--- src/status_codes_pkg.sv ---
// status_codes_pkg: response and reason code values, command types and
// the request/answer carriers of the sideband status encoder.
// assumes: one clock domain, synchronous active-high reset.
package status_codes_pkg;
   localparam logic [15:0] RESP_COMPLETED   = 16'h0000;
   localparam logic [15:0] RESP_FAILED      = 16'h0001;
   localparam logic [15:0] RESP_UNAVAILABLE = 16'h0002;
   localparam logic [15:0] RESP_UNSUPPORTED = 16'h0003;
   localparam logic [15:0] RESP_DELAYED     = 16'h0004;
   localparam logic [15:0] RESP_VENDOR_BASE = 16'h8000;

   localparam logic [15:0] RSN_NONE         = 16'h0000;
   localparam logic [15:0] RSN_INIT_REQ     = 16'h0001;
   localparam logic [15:0] RSN_PARAM_BAD    = 16'h0002;
   localparam logic [15:0] RSN_CHAN_BUSY    = 16'h0003;
   localparam logic [15:0] RSN_PKG_BUSY     = 16'h0004;
   localparam logic [15:0] RSN_LEN_BAD      = 16'h0005;
   localparam logic [15:0] RSN_NO_INFO      = 16'h0006;
   localparam logic [15:0] RSN_INTERVENE    = 16'h0007;
   localparam logic [15:0] RSN_CMD_UNKNOWN  = 16'h7FFF;
   localparam logic [15:0] RSN_MAC_ZERO     = 16'h0E08;
   localparam logic [7:0]  VENDOR_LOW_BASE  = 8'h80;

   localparam logic [7:0]  CMD_CLEAR_INIT   = 8'h00;
   localparam logic [7:0]  CMD_PKG_SELECT   = 8'h01;
   localparam logic [7:0]  CMD_PKG_DESELECT = 8'h02;

   localparam int          DEADLINE_MS      = 1000;
   localparam int          CLK_HZ           = 50000000;
   localparam int          CYCLES_PER_MS    = CLK_HZ / 1000;
   localparam int          DEADLINE_CYCLES  = DEADLINE_MS * CYCLES_PER_MS;

   // condition flags reported by the command handler
   typedef struct packed {
      logic       supported;
      logic       pkg_intervene;
      logic       pkg_busy;
      logic       chan_busy;
      logic       len_bad;
      logic       param_bad;
      logic       no_info;
      logic       failed;
      logic       unavailable;
      logic       mac_zero;
      logic       vendor_resp;
      logic       vendor_rsn;
      logic       specific_rsn;
   } cmd_flags_t;

   typedef struct packed {
      logic [7:0]  cmd_type;
      cmd_flags_t  flags;
      logic [14:0] vendor_resp_low;
      logic [6:0]  rsn_low;
   } cmd_req_t;

   typedef struct packed {
      logic [15:0] resp_code;
      logic [15:0] rsn_code;
      logic [15:0] poll_ms;
      logic        delayed;
   } status_word_t;
endpackage

--- src/response_status_encoder.sv ---
// response_status_encoder: picks the response and reason codes for each
// command, tracks the channel initial state, and the final-answer deadline.
// assumes: the command handler presents one request per req_valid pulse and
// raises done_valid when execution finishes; one clock, sync reset.
`timescale 1ns/1ns
module response_status_encoder
   import status_codes_pkg::*;
#(
   parameter int DEADLINE_COUNT = DEADLINE_CYCLES
) (
   input  wire logic                     clk,
   input  wire logic                     sys_rst,
   input  wire logic                     req_valid,
   input  wire status_codes_pkg::cmd_req_t req,
   input  wire logic                     done_valid,
   input  wire logic [15:0]              poll_estimate_ms,
   output logic                          ans_valid,
   output status_codes_pkg::status_word_t ans,
   output logic [31:0]                   default_word,
   output logic                          busy,
   output logic                          initial_state
);
   import status_codes_pkg::*;

   typedef enum logic [1:0] {IDLE, RUNNING} state_t;

   state_t      state;
   cmd_req_t    held;
   logic [31:0] deadline_cnt;
   logic        deadline_hit;
   status_word_t next_ans;
   cmd_flags_t  f;
   logic        sel_cmd;
   logic        is_clear;
   logic [15:0] specific_code;
   logic        specific_ok;
   logic [15:0] vendor_rsn_code;
   logic        finish;
   logic        timeout;

   assign f        = held.flags;
   assign sel_cmd  = (held.cmd_type == CMD_PKG_SELECT) ||
                     (held.cmd_type == CMD_PKG_DESELECT);
   assign is_clear = held.cmd_type == CMD_CLEAR_INIT;
   // command-specific reasons carry the command type in the upper byte
   assign specific_code = {held.cmd_type, 1'b0, held.rsn_low};
   assign specific_ok   = held.cmd_type != CMD_CLEAR_INIT;
   // generic vendor reasons keep a zero upper byte
   assign vendor_rsn_code = {8'h00, VENDOR_LOW_BASE | {1'b0, held.rsn_low}};
   assign deadline_hit = deadline_cnt >= 32'(DEADLINE_COUNT - 1);
   assign finish  = (state == RUNNING) && done_valid;
   assign timeout = (state == RUNNING) && !done_valid && deadline_hit;
   assign busy    = state == RUNNING;

   always_comb begin
      next_ans = '{resp_code: RESP_COMPLETED, rsn_code: RSN_NONE,
                   poll_ms: 16'h0000, delayed: 1'b0};
      if (f.pkg_intervene && !sel_cmd) begin
         // validity checks are skipped, no command payload follows
         next_ans.resp_code = RESP_UNAVAILABLE;
         next_ans.rsn_code  = RSN_INTERVENE;
      end else if (!f.supported) begin
         next_ans.resp_code = RESP_UNSUPPORTED;
         next_ans.rsn_code  = RSN_CMD_UNKNOWN;
      end else if (initial_state && !sel_cmd && !is_clear) begin
         next_ans.resp_code = RESP_FAILED;
         next_ans.rsn_code  = RSN_INIT_REQ;
      end else if (f.pkg_busy) begin
         next_ans.resp_code = RESP_UNAVAILABLE;
         next_ans.rsn_code  = RSN_PKG_BUSY;
      end else if (f.chan_busy) begin
         next_ans.resp_code = RESP_UNAVAILABLE;
         next_ans.rsn_code  = RSN_CHAN_BUSY;
      end else if (f.len_bad) begin
         next_ans.resp_code = RESP_FAILED;
         next_ans.rsn_code  = RSN_LEN_BAD;
      end else if (f.param_bad) begin
         next_ans.resp_code = RESP_FAILED;
         next_ans.rsn_code  = RSN_PARAM_BAD;
      end else if (f.no_info) begin
         next_ans.resp_code = RESP_FAILED;
         next_ans.rsn_code  = RSN_NO_INFO;
      end else if (f.unavailable) begin
         next_ans.resp_code = RESP_UNAVAILABLE;
         next_ans.rsn_code  = RSN_NONE;
      end else if (f.failed) begin
         next_ans.resp_code = RESP_FAILED;
         next_ans.rsn_code  = RSN_NONE;
      end else if (f.mac_zero) begin
         next_ans.rsn_code  = RSN_MAC_ZERO;
      end
      // vendor detail may replace the standard response and reason when no fixed pair
      if (f.supported && !(f.pkg_intervene && !sel_cmd) &&
          !(initial_state && !sel_cmd && !is_clear)) begin
         if (f.vendor_resp)
            next_ans.resp_code = RESP_VENDOR_BASE |
                                 {1'b0, held.vendor_resp_low};
         if (f.specific_rsn && specific_ok)
            next_ans.rsn_code = specific_code;
         else if (f.vendor_rsn)
            next_ans.rsn_code = vendor_rsn_code;
      end
      if (timeout) begin
         next_ans.resp_code = RESP_DELAYED;
         next_ans.rsn_code  = RSN_NONE;
         next_ans.poll_ms   = poll_estimate_ms;
         next_ans.delayed   = 1'b1;
      end
   end

   always_ff @(posedge clk) begin
      if (sys_rst) begin
         state <= IDLE;
         held  <= '0;
      end else if (state == IDLE && req_valid) begin
         state <= RUNNING;
         held  <= req;
      end else if (finish || timeout) begin
         state <= IDLE;
      end
   end

   always_ff @(posedge clk) begin
      if (sys_rst || state != RUNNING)
         deadline_cnt <= '0;
      else
         deadline_cnt <= deadline_cnt + 32'h00000001;
   end

   // channel leaves the initial state once the clear command completes
   always_ff @(posedge clk) begin
      if (sys_rst)
         initial_state <= 1'b1;
      else if (finish && is_clear && f.supported &&
               !(f.pkg_intervene) && next_ans.resp_code == RESP_COMPLETED)
         initial_state <= 1'b0;
   end

   always_ff @(posedge clk) begin
      if (sys_rst) begin
         ans_valid    <= 1'b0;
         ans          <= '0;
         default_word <= '0;
      end else begin
         ans_valid <= finish || timeout;
         if (finish || timeout) begin
            ans          <= next_ans;
            // response code in the upper half, reason code below
            default_word <= {next_ans.resp_code,
                             next_ans.rsn_code};
         end
      end
   end
endmodule // response_status_encoder

--- config.mk ---
export PLATFORM = sky130hd
export DESIGN_NAME = response_status_encoder
export DESIGN_NICKNAME = d
export VERILOG_FILES = /design/src/status_codes_pkg.sv /design/src/response_status_encoder.sv
export SDC_FILE = /design/constraint.sdc
export NUM_CORES = 1
export LEC_CHECK = 0
export BUFFER_PORTS_ARGS = -buffer_cell sky130_fd_sc_hd__buf_4
export CAP_MARGIN = 20
export CELL_PAD_IN_SITES_DETAIL_PLACEMENT = 0
export CELL_PAD_IN_SITES_GLOBAL_PLACEMENT = 1
export CORE_MARGIN = 10
export CORE_UTILIZATION = 34
export CTS_CLUSTER_DIAMETER = 200
export DETAILED_ROUTE_END_ITERATION = 10
export PLACE_DENSITY_LB_ADDON = 0.1
export SETUP_SLACK_MARGIN = 0.1
export SYNTH_ARGS = -nofsm -noshare
export SYNTH_HDL_FRONTEND = slang
export SYNTH_SLANG_ARGS = --single-unit
--- constraint.sdc ---
create_clock -name clk -period 3.6 [get_ports clk]
set_input_delay 0.72 -clock clk [delete_from_list [all_inputs] [get_ports clk]]
set_output_delay 0.72 -clock clk [all_outputs]
set_load 0.02 [all_outputs]
Word level (Yosys, flattened, before mapping)
Cells that the tools add are included.
{"block": "word_totals", "reg_bits": 159, "in_bits": 63, "output_inout_bits": 84, "word_cells": 77}
{"block": "classes", "add_sub_neg": 1, "magnitude_cmp": 1, "n_eq_ne": 2, "n_mux": 19, "bitwise_logic": 1, "reduce_logical": 28}
{"operator": "$mux 18", "count": 8}
{"operator": "$mux 32", "count": 2}
{"operator": "$mux 49", "count": 1}
{"operator": "$mux 16", "count": 3}
{"operator": "$add 32x1->32 const B", "count": 1}
{"operator": "$ge 32x26->1 const B", "count": 1}
{"operator": "$mux 12", "count": 2}
{"operator": "$logic_not 16->1", "count": 1}
{"operator": "$logic_and 1x1->1", "count": 14}
{"operator": "$eq 8x1->1 const B", "count": 1}
{"operator": "$eq 8x2->1 const B", "count": 1}
{"operator": "$logic_not 8->1", "count": 1}
{"operator": "$reduce_bool 8->1", "count": 1}
{"operator": "$logic_not 1->1", "count": 6}
{"operator": "$logic_or 1x1->1", "count": 3}
{"operator": "$mux 1", "count": 3}
{"operator": "$logic_not 2->1", "count": 1}
{"operator": "$reduce_bool 2->1", "count": 1}
{"operator": "$not 1->1", "count": 1}

Logic depth before layout (Yosys ltp)
Gate-level depths: netlist (run 1).
{"block": "logic_depth", "word_depth": 17, "depth_mapped": 8, "depth_no_buf": 6}

Least setup slack after synthesis (run 1)
OpenSTA, ideal clock, no wires.
{"block": "synth_path", "path_type": "register to register", "start": "reg held[37] in the netlist's numbering", "end": "reg ans[19] in the netlist's numbering", "setup_ns": 0.122, "t_arrival_ns": 1.992, "t_required_ns": 3.478, "setup_slack_ns": 1.486, "stages_incl_launch_ff": 7, "n_path_buf": 1, "synth_period_minus_slack_ns": 2.114, "path_cell_list": "dfxtp_1 > or4_4 > o41ai_2 > nand2b_1 > clkbuf_2 > mux2_4 > a221o_1"}
{"block": "synth_between", "elab_chain_cells": 12, "word_cells_on_any_way": 22, "classes_between": "eq/ne (2); mux (7); reduce/logical (13)"}
{"element": "start: declaration", "line": "response_status_encoder.sv:28", "text": "cmd_req_t held;"}
{"element": "start signal: assignment", "line": "response_status_encoder.sv:117", "text": "held <= req;"}
{"element": "$eq 8x1->1 or $eq 8x2->1 (tied branches)", "line": "response_status_encoder.sv:42, response_status_encoder.sv:43"}
{"element": "$logic_or 1x1->1", "line": "response_status_encoder.sv:42", "text": "assign sel_cmd = (held.cmd_type == CMD_PKG_SELECT) ||"}
{"element": "$logic_not 1->1"}
{"element": "$logic_and 1x1->1 (2 in a row)", "line": "response_status_encoder.sv:65, response_status_encoder.sv:94"}
{"element": "$mux 18", "line": "response_status_encoder.sv:65", "text": "end else if (initial_state && !sel_cmd && !is_clear) begin"}
{"element": "$mux 18", "line": "response_status_encoder.sv:62", "text": "end else if (!f.supported) begin"}
{"element": "$mux 32", "line": "response_status_encoder.sv:58", "text": "if (f.pkg_intervene && !sel_cmd) begin"}
{"element": "$mux 16", "line": "response_status_encoder.sv:100", "text": "else if (f.vendor_rsn)"}
{"element": "$mux 16", "line": "response_status_encoder.sv:98", "text": "if (f.specific_rsn && specific_ok)"}
{"element": "$mux 32 (*)", "line": "response_status_encoder.sv:93", "text": "if (f.supported && !(f.pkg_intervene && !sel_cmd) &&"}
{"element": "$mux 49 (*)", "line": "response_status_encoder.sv:103", "text": "if (timeout) begin"}
{"element": "end signal: assignment", "line": "response_status_encoder.sv:147", "text": "ans <= next_ans;"}
{"element": "end: declaration", "line": "response_status_encoder.sv:18", "text": "output status_codes_pkg::status_word_t ans,"}
Every way passes the cells marked *; elsewhere a longest branch is shown, timed or not.
A chain may end at the register's enable or synchronous reset.

Worst setup path in the final report (run 1)
{"block": "layout_path", "start": "reg held[37] in the netlist's numbering", "end": "reg ans[36] in the netlist's numbering"}
{"block": "layout_between", "elab_chain_cells": 9, "word_cells_on_any_way": 15, "classes_between": "eq/ne (2); mux (2); reduce/logical (11)"}
{"element": "$eq 8x1->1 or $eq 8x2->1 (tied branches)", "line": "response_status_encoder.sv:42, response_status_encoder.sv:43"}
{"element": "$logic_or 1x1->1", "line": "response_status_encoder.sv:42"}
{"element": "$logic_not 1->1", "line": "response_status_encoder.sv:93, response_status_encoder.sv:94"}
{"element": "$logic_and 1x1->1 (on tied branches)", "line": "response_status_encoder.sv:93, response_status_encoder.sv:94"}
{"element": "$logic_not 1->1 or $logic_and 1x1->1 (tied branches)", "line": "response_status_encoder.sv:93, response_status_encoder.sv:94"}
{"element": "$logic_and 1x1->1 or $logic_not 1->1 (tied branches)", "line": "response_status_encoder.sv:93, response_status_encoder.sv:94"}
{"element": "$logic_and 1x1->1 (*)", "line": "response_status_encoder.sv:93"}
{"element": "$mux 32 (*)", "line": "response_status_encoder.sv:93"}
{"element": "$mux 49 (*)", "line": "response_status_encoder.sv:103"}
Marked as above.

==> reports/qor.yml, run 1 <==
synth:
  synth_seq_cells: 127
  ys_types: 59
  synth.top_cells.by_count: "127 x dfxtp_1, 106 x nand2_1, 87 x a21oi_1"
  synthMostInstantiatedCell: "dfxtp_1"
  synth_ff_type: "dfxtp_1"
  ys_seq_area_share_pct: 46.72
  ys_warn_count: 0
  avgSynthCellArea_um2: 8.516
  synth_top_cell_by_area: "dfxtp_1"
  syn_area_um2: 5441
  synth_edf_count: 0
  ys_async_sr_fraction_pct: 0
  syn-num-nets: 703
  ys_top_cells_by_area: "dfxtp_1 47%, a21oi_1 8.0%, nand2_1 7.3%, buf_4 5.0%, nand3_1 2.8%"
  synthCells: 639
  synth_top_area_share_pct: 46.72
detailed_routing:
  drtIter0Drc: 313
  firstDrtPassIters: 6
  drcViolationCount: 0
  vias_per_cell: 4.985
  routed-via-count: 4796
  wl_per_cell_um: 16.11
  wl_mm: 15.50
  ant_nets: 0
setup_path:
  crit_path_start_kind: "flop"
  cp-startpoint: "held[37]$_SDFFE_PP0P_"
  cp_slowest_cell: "nor3_2"
  path_cells: "nor4_1, a41o_1, nand2_1, nor3_2, a22o_1"
  slowest_delay_ps: 780
  r2r_setup_slack_ps: 1120
  critPathRequiredTime_ps: 3950
  path_buf_inv: 0
  r2r_start: "held[37]$_SDFFE_PP0P_"
  path_class: "reg2reg"
  arrival_ps: 2840
  cpLargestDelayFamily: "simple AND/OR/NAND/NOR gates"
  cp-end-kind: "flop"
  critPathMaxFanout: 13
timing:
  period_share_pct: 68.98
  finalSetupViolations: 0
  rsz0062_at_grt: "no"
  slew_headroom_pct: 32.14
  finalCriticalPeriod_ps: 2483
  worstMarginPinSlew_ps: 1016
  holdWs_ps: 455.9
  fin_worst_skew_ps: 8.382
  hold_viol: 0
  tns_ps: 0
  fmax_ghz: 0.4027
  slew_viol_final: 0
die:
  start_util_pct: 34.50
  io_pins: 147
  die_h_um: 146.5
  die_x_um: 146.5
  dieArea_um2: 21470
  core_area_um2: 15770
  num_rows: 46
clock_tree:
  cts_root_buf: "clkbuf_16"
  cts_tree: "built"
  cts_resized: 0
  hold_buffers: 0
  path_clk_slew_ps: 60
  cts_made_buffers: 17
  htree_levels: 4
  cts.sinks: 127
  cts_setup_buffers: 0
  clkLatencyLatePin_ps: 410
  cts.path.max_buffers: 2
pwr:
  leakagePower_nw: 2.754
  total_power_w: 0.003632
  power-per-cell-area_nw_per_um2: 514.2
  vdd_drop_max_uv: 333.3
final_layout:
  fin_nets: 797
  final_util_pct: 44.79
  diodes: 0
  area_delta_synth_final_pct: 29.80
  drive_gt1_share_pct: 26.81
  fin_area_um2: 7063
placed_design:
  dp_hpwl_mm: 11.13
  place.gp.congestion: 0.7977
  dpl_cell_area_um2: 6425
  portBuffers: 146
run:
  maxCapViolations: 0
global_route:
  antenna_found_initial: 0
  grt_pass1_vias: 4741
  grt_max_degree: 65
  grt_use_total_pct: 14.39
  grt-ovfl-total: 0
  grt_pass1_wl_mm: 25.34
min_path:
  hold_path.class: "reg2reg"
  min_from: "held[20]$_SDFFE_PP0P_"
run_status:
  status: "finished, final reports clean"
routing by layer:
metal / global-route usage (%) / vias up / share of wire [%]
met5: 0 / - / 0
met4: 5.105 / 0 / 1.2
met3: 4.852 / 18 / 6.3
met2: 21.36 / 126 / 45
met1: 18.98 / 2237 / 48
li1: - / 2415 / -
final timing paths:
kind | to | cells after the start
worst max-delay path | ans[36]$_SDFFE_PP0P_ | 5
worst min-delay path | held[20]$_SDFFE_PP0P_ | 2
worst max register to register | ans[36]$_SDFFE_PP0P_ | 5
worst min register to register | held[20]$_SDFFE_PP0P_ | 2
area by class of cell:
class	count	area [um2]
Tap cell	216	270.3
Timing Repair Buffer	151	1134
Clock inverter	13	185.2
Multi-Input combinational cell	429	2452
Fill cell	1611	8707
Sequential cell	127	2542
Clock buffer	19	452.9
Inverter	7	26.28
logic make-up (layout without fill, tap and decap cells):
logic type / count (synthesis) / after routing / synth area share [%]
fa+ha+maj: 1 / 1 / 0.2299
flops: 127 / 127 / 46.72
xor+xnor: 20 / 20 / 3.219
mux: 2 / 2 / 0.4598
simple gates: 230 / 230 / 19.96
compound gates: 176 / 176 / 20.92
buf+inv: 83 / 190 / 8.485
power by group:
part	switching [W]	leakage, nW	internal (W)
sequential	0.0000454	1.03	0.00145
clock	0.000627	0.310	0.00120
combinational	0.000175	1.41	0.000137
total	0.000848	2.75	0.00278
state kept, by name, summed over array words and instances (netlist names):
register       count
ans               48
deadline_cnt      32
held              30
f                 13
ans_valid          1
default_word       1
initial_state      1
state              1
cell usage in the layout, fill, tap and decap left out, types with 7 or more instances in the layout:
cell type / instances
nand3_1: 30
nand2_1: 106
o2bb2ai_1: 15
nor2_1: 31
inv_1: 7
clkbuf_16: 17
dfxtp_1: 127
a22o_1: 12
o21ai_0: 15
xor2_1: 7
nor3_1: 7
o211ai_1: 16
or3_1: 11
a21oi_1: 87
buf_4: 151
nor4_1: 7
xnor2_1: 13
metrics by stage:
step                instances  worst slack (ps)
floorplan                 639              1486
global placement          930              1194
detailed placement        930              1149
CTS                       962              1136
global route              962             900.9
finish                    962              1117
tightest hold or removal path, stage by stage, from the launching register on:
cell and delay [ps]:
dfxtp_1 310, nand2_1 50, a21oi_1 50
No activity file was read; power rests on OpenSTA's default activity.
==> run 2, diff against run 1 <==
==> constraint.sdc (replaced) <==
create_clock -name clk -period 2.2 [get_ports clk]
set_input_delay 0.44 -clock clk [delete_from_list [all_inputs] [get_ports clk]]
set_output_delay 0.44 -clock clk [all_outputs]
set_load 0.02 [all_outputs]
==> run 2 against run 1 <==
  * Sequential share of layout area decreased by 1.5 points
  * Non-clock buffer count increased by 31
  * Clock-buffer cell count unchanged
  * Clock skew increased by 2.4 ps
  * Sequential power increased by 63%
  * Routed wire length increased by 4.0%
  * Fmax increased by 18%
  * Final cell count increased by 3.2%
  * Highest routed layer unchanged
  * Largest cell class unchanged
  * Flip-flop and latch count unchanged
  * Clock power increased by 64%
  * Critical endpoint is now default_word[15]$_SDFFE_PP0P_
  * First-iteration DRC count decreased by 25%
==> reports/qor.yml, run 2 (synthesized netlist as in run 1, its figures left out) <==
pwr:
  total_power_w: 0.005998  # was 0.003632 W
  combPwrFrac_pct: 9.6  # was 8.6%
  p_switching_w: 0.001435  # was 0.0008481 W
  leakagePower_nw: 2.940  # was 2.754 nW
  seqPwrFrac_pct: 40.7  # was 41.2%
  p_sw_share_pct: 23.92  # was 23.35%
  vdd_drop_max_uv: 541.6  # was 333.3 uV
  internal-power_w: 0.004563  # was 0.002784 W
  pwr-share-clk_pct: 49.7  # was 50.2%
  power-per-cell-area_nw_per_um2: 812.7  # was 514.2 nW/um2
final_layout:
  n_fill_cell: 1575  # was 1611
  fin_cells: 993  # was 962
  most-common-layout-cells: "178 x buf_4, 126 x dfxtp_1, 106 x nand2_1, 87 x a21oi_1, 31 x nor2_1"  # was 151 x buf_4, 127 x dfxtp_1, 106 x nand2_1, 87 x a21oi_1, 31 x nor2_1
  multi_input_area_um2: 2502  # was 2452 um2
  drive_gt1_share_pct: 30.50  # was 26.81%
  reg.largest.list: "ans: 48 flops, deadline_cnt: 32 flops, held: 30 flops"  # unchanged
  largest-register: "ans"  # unchanged
  area_delta_synth_final_pct: 35.64  # was 29.80%
  largest_register_ffs: 48  # unchanged
  seq_area_um2: 2544  # was 2542 um2
  diodes: 0  # unchanged
  layout_commonest_cell: "buf_4"  # unchanged
  fin_nets: 828  # was 797
setup_path:
  slowest_delay_ps: 510  # was 780 ps
  cpLargestDelayFamily: "simple AND/OR/NAND/NOR gates"  # unchanged
  path_buf_inv: 1  # was 0
  cp-end-kind: "flop"  # unchanged
  critPathRequiredTime_ps: 2510  # was 3950 ps
  path_cells: "or4b_1, or4_4, o211ai_2, a21oi_2, buf_12, a32o_1"  # was nor4_1, a41o_1, nand2_1, nor3_2, a22o_1
  path_class: "reg2reg"  # unchanged
  arrival_ps: 2410  # was 2840 ps
  critPathMaxFanout: 29  # was 13
  crit_path_start_kind: "flop"  # unchanged
  cp_slowest_cell: "or4b_1"  # was nor3_2
timing:
  fmax_ghz: 0.4755  # was 0.4027 GHz
  period_share_pct: 95.60  # was 68.98%
  slew_headroom_pct: 50.44  # was 32.14%
  finalSetupViolations: 0  # unchanged
  tns_ps: 0  # unchanged
  rsz0062_at_grt: "yes"  # was no
  hold_viol: 0  # unchanged
  worstMarginPinSlew_ps: 743.5  # was 1016 ps
  fin_worst_skew_ps: 10.80  # was 8.382 ps
  slew_viol_final: 0  # unchanged
  finalCriticalPeriod_ps: 2103  # was 2483 ps
placed_design:
  place.gp.congestion: 0.7812  # was 0.7977
  dp_hpwl_mm: 11.70  # was 11.13 mm
  portBuffers: 146  # unchanged
  dp_cells: 959  # was 930
clock_tree:
  clkLatencyLatePin_ps: 420  # was 410 ps
  cts.sinks: 127  # unchanged
  cts_root_buf: "clkbuf_16"  # unchanged
  htree_levels: 4  # unchanged
  cts_tree: "built"  # unchanged
  path_clk_slew_ps: 60  # about the same
  cts_made_buffers: 17  # unchanged
  hold_buffers: 0  # unchanged
  cts.path.max_buffers: 2  # unchanged
global_route:
  grt_pass1_wl_mm: 25.73  # was 25.34 mm
  grt_use_total_pct: 14.60  # was 14.39%
  grt_max_degree: 66  # was 65
  antenna_found_initial: 0  # unchanged
  grt_pass1_vias: 4978  # was 4741
  grt-ovfl-total: 0  # unchanged
detailed_routing:
  wl_per_cell_um: 16.22  # was 16.11 um
  drcViolationCount: 0  # unchanged
  vias_per_cell: 5.022  # was 4.985
  ant_nets: 0  # unchanged
  wl_mm: 16.11  # was 15.50 mm
  firstDrtPassIters: 5  # was 6
  routed-via-count: 4987  # was 4796
  drtIter0Drc: 234  # was 313
min_path:
  hold_path.class: "in2reg"  # was reg2reg
die:
  start_util_pct: 34.50  # unchanged
  die_x_um: 146.5  # unchanged
  die_h_um: 146.5  # unchanged
  num_rows: 46  # unchanged
  core_area_um2: 15770  # unchanged
  io_pins: 147  # unchanged
  dieArea_um2: 21470  # unchanged
run:
  maxCapViolations: 0  # unchanged
run_status:
  status: "finished, final reports clean"  # unchanged
## run 2: per-stage QoR
step	setup slack, ps	hold WS, ps	area, um2	util [%]
after floorplan	86.17	432.9	5441	-
after global placement	120.9	443.2	6680	42.36
after detailed placement	86.22	447.0	6680	42.36
after CTS	85.78	252.1	7322	46.43
after global routing	16.12	259.9	7381	46.80
final	96.90	268.3	7381	46.80
## run 2: power by group through the flow
| stage | Clock, W | Sequential, W | Combinational (W) |
|---|---|---|---|
| detailed placement | 0 | 0.00249 | 0.000571 |
| finish | 0.00298 | 0.00244 | 0.000578 |
| global placement | 0 | 0.00249 | 0.000570 |
| global route | 0.00314 | 0.00245 | 0.000633 |
| floorplan | 0 | 0.00249 | 0.000307 |
| CTS | 0.00304 | 0.00244 | 0.000575 |
## run 2: timing repair
item | CTS | global route
pin swaps | 0 | 24
gates cloned | 0 | 0
resized for setup | 3 | 8
setup buffers | 0 | 2
endpoints found under the setup margin | 20 | 54
## run 2: area by class of cell
cell class              count  share of cell area (%)
multi-input cells         429                   33.90
flip-flops and latches    127                   34.46
inverters                   7                  0.3560
repair buffers            182                   19.07
clock inverters            13                   2.543
well taps                 216                   3.662
clock buffers              19                   6.001
## run 2: final timing paths
path	startpoint	endpoint	slack [ps]	cells after the start
setup / recovery	deadline_cnt[24]$_SDFF_PP0_	default_word[15]$_SDFFE_PP0P_	100	6
hold / removal	req[34]	f[12]$_SDFFE_PP0P_	270	3
setup reg to reg	deadline_cnt[24]$_SDFF_PP0_	default_word[15]$_SDFFE_PP0P_	100	6
hold reg to reg	held[14]$_SDFFE_PP0P_	held[14]$_SDFFE_PP0P_	450	2
## run 2: tightest hold or removal path, delay by kind of cell
| family | cells | cell delay, ps |
|---|---|---|
| compound gates | 1 | 50 |
| simple gates | 1 | 40 |
| buf+inv | 1 | 110 |
## run 2: metal layers
layer	part of all wire [%]	track usage (%)
met5	0	0
met4	0.86	4.505
met3	6.1	5.192
met2	45	22.88
met1	48	18.36
==> run 3, diff against run 2 <==
--- a/config.mk
+++ b/config.mk
@@ -5,6 +5,7 @@
 export SDC_FILE = /design/constraint.sdc
 export NUM_CORES = 1
 export LEC_CHECK = 0
+export ABC_AREA = 1
 export BUFFER_PORTS_ARGS = -buffer_cell sky130_fd_sc_hd__buf_4
 export CAP_MARGIN = 20
 export CELL_PAD_IN_SITES_DETAIL_PLACEMENT = 0
==> run 3 against run 2 <==
  * Worst setup slack improved by 190 ps
  * Synthesized cell count is 28% higher
  * Global-route usage up 0.73 points
  * Synthesized area rose by 6.6%
  * First-iteration DRC count is 36% higher
  * Final cell count up 18%
==> reports/qor.yml, run 3 <==
clock_tree:
  htree_levels: 4  # unchanged
  cts.sinks: 127  # unchanged
  cts_tree: "built"  # unchanged
  cts.path.max_buffers: 2  # unchanged
  clkLatencyLatePin_ps: 420  # about the same
  cts_made_buffers: 17  # unchanged
  path_clk_slew_ps: 60  # about the same
  cts_root_buf: "clkbuf_16"  # unchanged
setup_path:
  critPathRequiredTime_ps: 2510  # about the same
  critPathMaxFanout: 26  # was 29
  crit_path_start_kind: "flop"  # unchanged
  path_common_cell: "nand2_1"
  path_class: "reg2reg"  # unchanged
  cp-end-kind: "flop"  # unchanged
  cpLargestDelayFamily: "simple AND/OR/NAND/NOR gates"  # unchanged
  path_buf_inv: 1  # unchanged
  r2r_setup_slack_ps: 290  # was 100 ps
  path_cells: "ha_4, nand2_2, nor2_4, nand3_2, nand2_1, nand3_2, nand2_4, nand2_8, nand2_8, nor2_4, buf_12, nand2_1, nand2_1"  # was or4b_1, or4_4, o211ai_2, a21oi_2, buf_12, a32o_1
  cp_slowest_cell: "dfxtp_2"  # was or4b_1
  slowest_delay_ps: 380  # was 510 ps
  arrival_ps: 2220  # was 2410 ps
die:
  start_util_pct: 34.86  # was 34.50%
  die_h_um: 150.6  # was 146.5 um
  die_x_um: 150.6  # was 146.5 um
  io_pins: 147  # unchanged
  dieArea_um2: 22690  # was 21470 um2
  core_area_um2: 16640  # was 15770 um2
  num_rows: 47  # was 46
synth:
  synth_edf_count: 0  # unchanged
  avgSynthCellArea_um2: 7.093  # was 8.516 um2
  synth_top_cell_by_area: "dfxtp_1"  # unchanged
  syn_area_um2: 5802  # was 5441 um2
  synthCells: 818  # was 639
  synth_seq_cells: 127  # unchanged
  ys_async_sr_fraction_pct: 0  # unchanged
  syn-num-nets: 882  # was 703
  ys_types: 36  # was 59
  synth.top_cells.by_count: "187 x nand2_1, 127 x dfxtp_1, 108 x nor2_1"  # was 127 x dfxtp_1, 106 x nand2_1, 87 x a21oi_1
  synthMostInstantiatedCell: "nand2_1"  # was dfxtp_1
  synth_ff_type: "dfxtp_1"  # unchanged
  ys_top_cells_by_area: "dfxtp_1 44%, nand2_1 12%, nor2_1 7.0%, nand3_1 6.0%, o21ai_0 5.5%"  # was dfxtp_1 47%, a21oi_1 8.0%, nand2_1 7.3%, buf_4 5.0%, nand3_1 2.8%
  ys_seq_area_share_pct: 43.82  # was 46.72%
  ys_warn_count: 0  # unchanged
  synth_top_area_share_pct: 43.82  # was 46.72%
timing:
  finalCriticalPeriod_ps: 1908  # was 2103 ps
  fin_worst_skew_ps: 7.423  # was 10.80 ps
  tns_ps: 0  # unchanged
  rsz0062_at_grt: "no"  # was yes
  worstMarginPinSlew_ps: 847.6  # was 743.5 ps
  finalSetupViolations: 0  # unchanged
  slew_viol_final: 0  # unchanged
  fmax_ghz: 0.5241  # was 0.4755 GHz
  period_share_pct: 86.73  # was 95.60%
  slew_headroom_pct: 43.43  # was 50.44%
  hold_viol: 0  # unchanged
final_layout:
  largest_register_ffs: 48  # unchanged
  drive_gt1_share_pct: 23.31  # was 30.50%
  area_delta_synth_final_pct: 29.74  # was 35.64%
  fin_nets: 999  # was 828
  most-common-layout-cells: "186 x nand2_1, 157 x buf_4, 125 x dfxtp_1, 108 x nor2_1, 70 x nand3_1"  # was 178 x buf_4, 126 x dfxtp_1, 106 x nand2_1, 87 x a21oi_1, 31 x nor2_1
  largest-register: "ans"  # unchanged
  reg.largest.list: "ans: 48 flops, deadline_cnt: 32 flops, held: 30 flops"  # unchanged
  layout_commonest_cell: "nand2_1"  # was buf_4
  diodes: 0  # unchanged
pwr:
  total_power_w: 0.005706  # was 0.005998 W
  vdd_drop_max_uv: 535.8  # was 541.6 uV
  seqPwrFrac_pct: 43.1  # was 40.7%
  p_sw_share_pct: 25.73  # was 23.92%
  power-per-cell-area_nw_per_um2: 758.0  # was 812.7 nW/um2
  leakagePower_nw: 3.100  # was 2.940 nW
  pwr-share-clk_pct: 46.9  # was 49.7%
  internal-power_w: 0.004238  # was 0.004563 W
  combPwrFrac_pct: 10.0  # was 9.6%
  p_switching_w: 0.001468  # was 0.001435 W
detailed_routing:
  wl_mm: 17.56  # was 16.11 mm
  routed-via-count: 5546  # was 4987
  vias_per_cell: 4.748  # was 5.022
  ant_nets: 0  # unchanged
  drtIter0Drc: 318  # was 234
  wl_per_cell_um: 15.04  # was 16.22 um
  firstDrtPassIters: 5  # unchanged
  drcViolationCount: 0  # unchanged
placed_design:
  dp_hpwl_mm: 13.42  # was 11.70 mm
  portBuffers: 146  # unchanged
  place.gp.congestion: 0.8612  # was 0.7812
min_path:
  hold_path.class: "in2reg"  # unchanged
run_status:
  status: "finished, final reports clean"  # unchanged
global_route:
  grt_pass1_wl_mm: 27.79  # was 25.73 mm
  grt_use_total_pct: 15.34  # was 14.60%
  antenna_found_initial: 0  # unchanged
  grt-ovfl-total: 0  # unchanged
  grt_max_degree: 51  # was 66
  grt_pass1_vias: 5455  # was 4978
run:
  maxCapViolations: 0  # unchanged
## run 3: cell types whose count changed in the layout (fill, tap and decap cells not counted), sizes merged, moves of 10 or more
cell     before  now
nand2       106  193
a21oi        88   58
inv           8   66
or3          11    0
nor2         31  120
o21ai        16   66
a22o         12    0
xnor2        13    1
buf         182  159
o211ai       17    0
nand3        31   73
o2bb2ai      15    0
nand4         5   15
## run 3: repair_timing
action	CTS	global route
resized for setup	2	4
buffers inserted	1	0
endpoints found under the setup margin	1	14
hold buffers	0	0
pin swaps	1	0
## run 3: power groups by stage
stage               registers (W)  logic [W]  clock network [W]
finish                    0.00246   0.000572            0.00268
detailed placement        0.00251   0.000569                  0
floorplan                 0.00251   0.000330                  0
global route              0.00247   0.000641            0.00286
global placement          0.00250   0.000565                  0
CTS                       0.00246   0.000578            0.00276
## run 3: path summary, 6_finish.rpt
check                                  start                    end  depth (start not counted)
hold reg to reg        held[10]$_SDFFE_PP0P_   ans[36]$_SDFFE_PP0P_                          2
setup / recovery  deadline_cnt[0]$_SDFF_PP0_   ans[22]$_SDFFE_PP0P_                         13
setup reg to reg  deadline_cnt[0]$_SDFF_PP0_   ans[22]$_SDFFE_PP0P_                         13
hold / removal                       req[18]  held[18]$_SDFFE_PP0P_                          3
## run 3: kinds of logic (layout without fill, tap and decap cells)
| logic type | Yosys count | in the layout | synth area share [%] |
|---|---|---|---|
| simple gates | 432 | 432 | 33.28 |
| fa+ha+maj | 1 | 1 | 0.2156 |
| buf+inv | 125 | 255 | 10.52 |
| xor+xnor | 6 | 6 | 0.9058 |
| flops | 127 | 127 | 43.82 |
| compound gates | 127 | 127 | 11.26 |
## run 3: worst register-to-register path, stage by stage, from the launching register on
cell	delay (ps)
dfxtp_2	380
ha_4	180
nand2_2	80
nor2_4	160
nand3_2	90
nand2_1	80
nand3_2	110
nand2_4	110
nand2_8	140
nand2_8	150
nor2_4	60
buf_12	150
nand2_1	70
nand2_1	40
## run 3: per-layer routing
metal / GRT usage [%] / wire [um] / vias up
met4: 4.379 / 172 / 0
met1: 21.04 / 8699 / 2504
li1: - / - / 2860
met2: 22.38 / 7210 / 168
met3: 5.072 / 1481 / 14
met5: 0 / 0 / -
## run 3: area by class of cell
type,count,area (um2)
clock buffer,20,456.7
tap,220,275.3
inverter,64,240.2
clock inverter,12,110.1
multi-input combinational,566,2681
sequential,127,2545
timing repair buffer,159,1219
fill,1741,9115
## run 3: per-stage QoR
step / worst slack [ps] / util (%) / hold slack (ps) / instances / cell area [um2]
final: 291.9 / 45.23 / 271.9 / 1168 / 7527
after global routing: 113.7 / 45.23 / 281.1 / 1168 / 7527
after CTS: 118.3 / 45.10 / 255.6 / 1168 / 7506
after detailed placement: 116.4 / 41.51 / 447.7 / 1135 / 6908
after global placement: 195.4 / 41.51 / 438.4 / 1135 / 6908
after floorplan: 504.7 / - / 426.6 / 818 / 5802
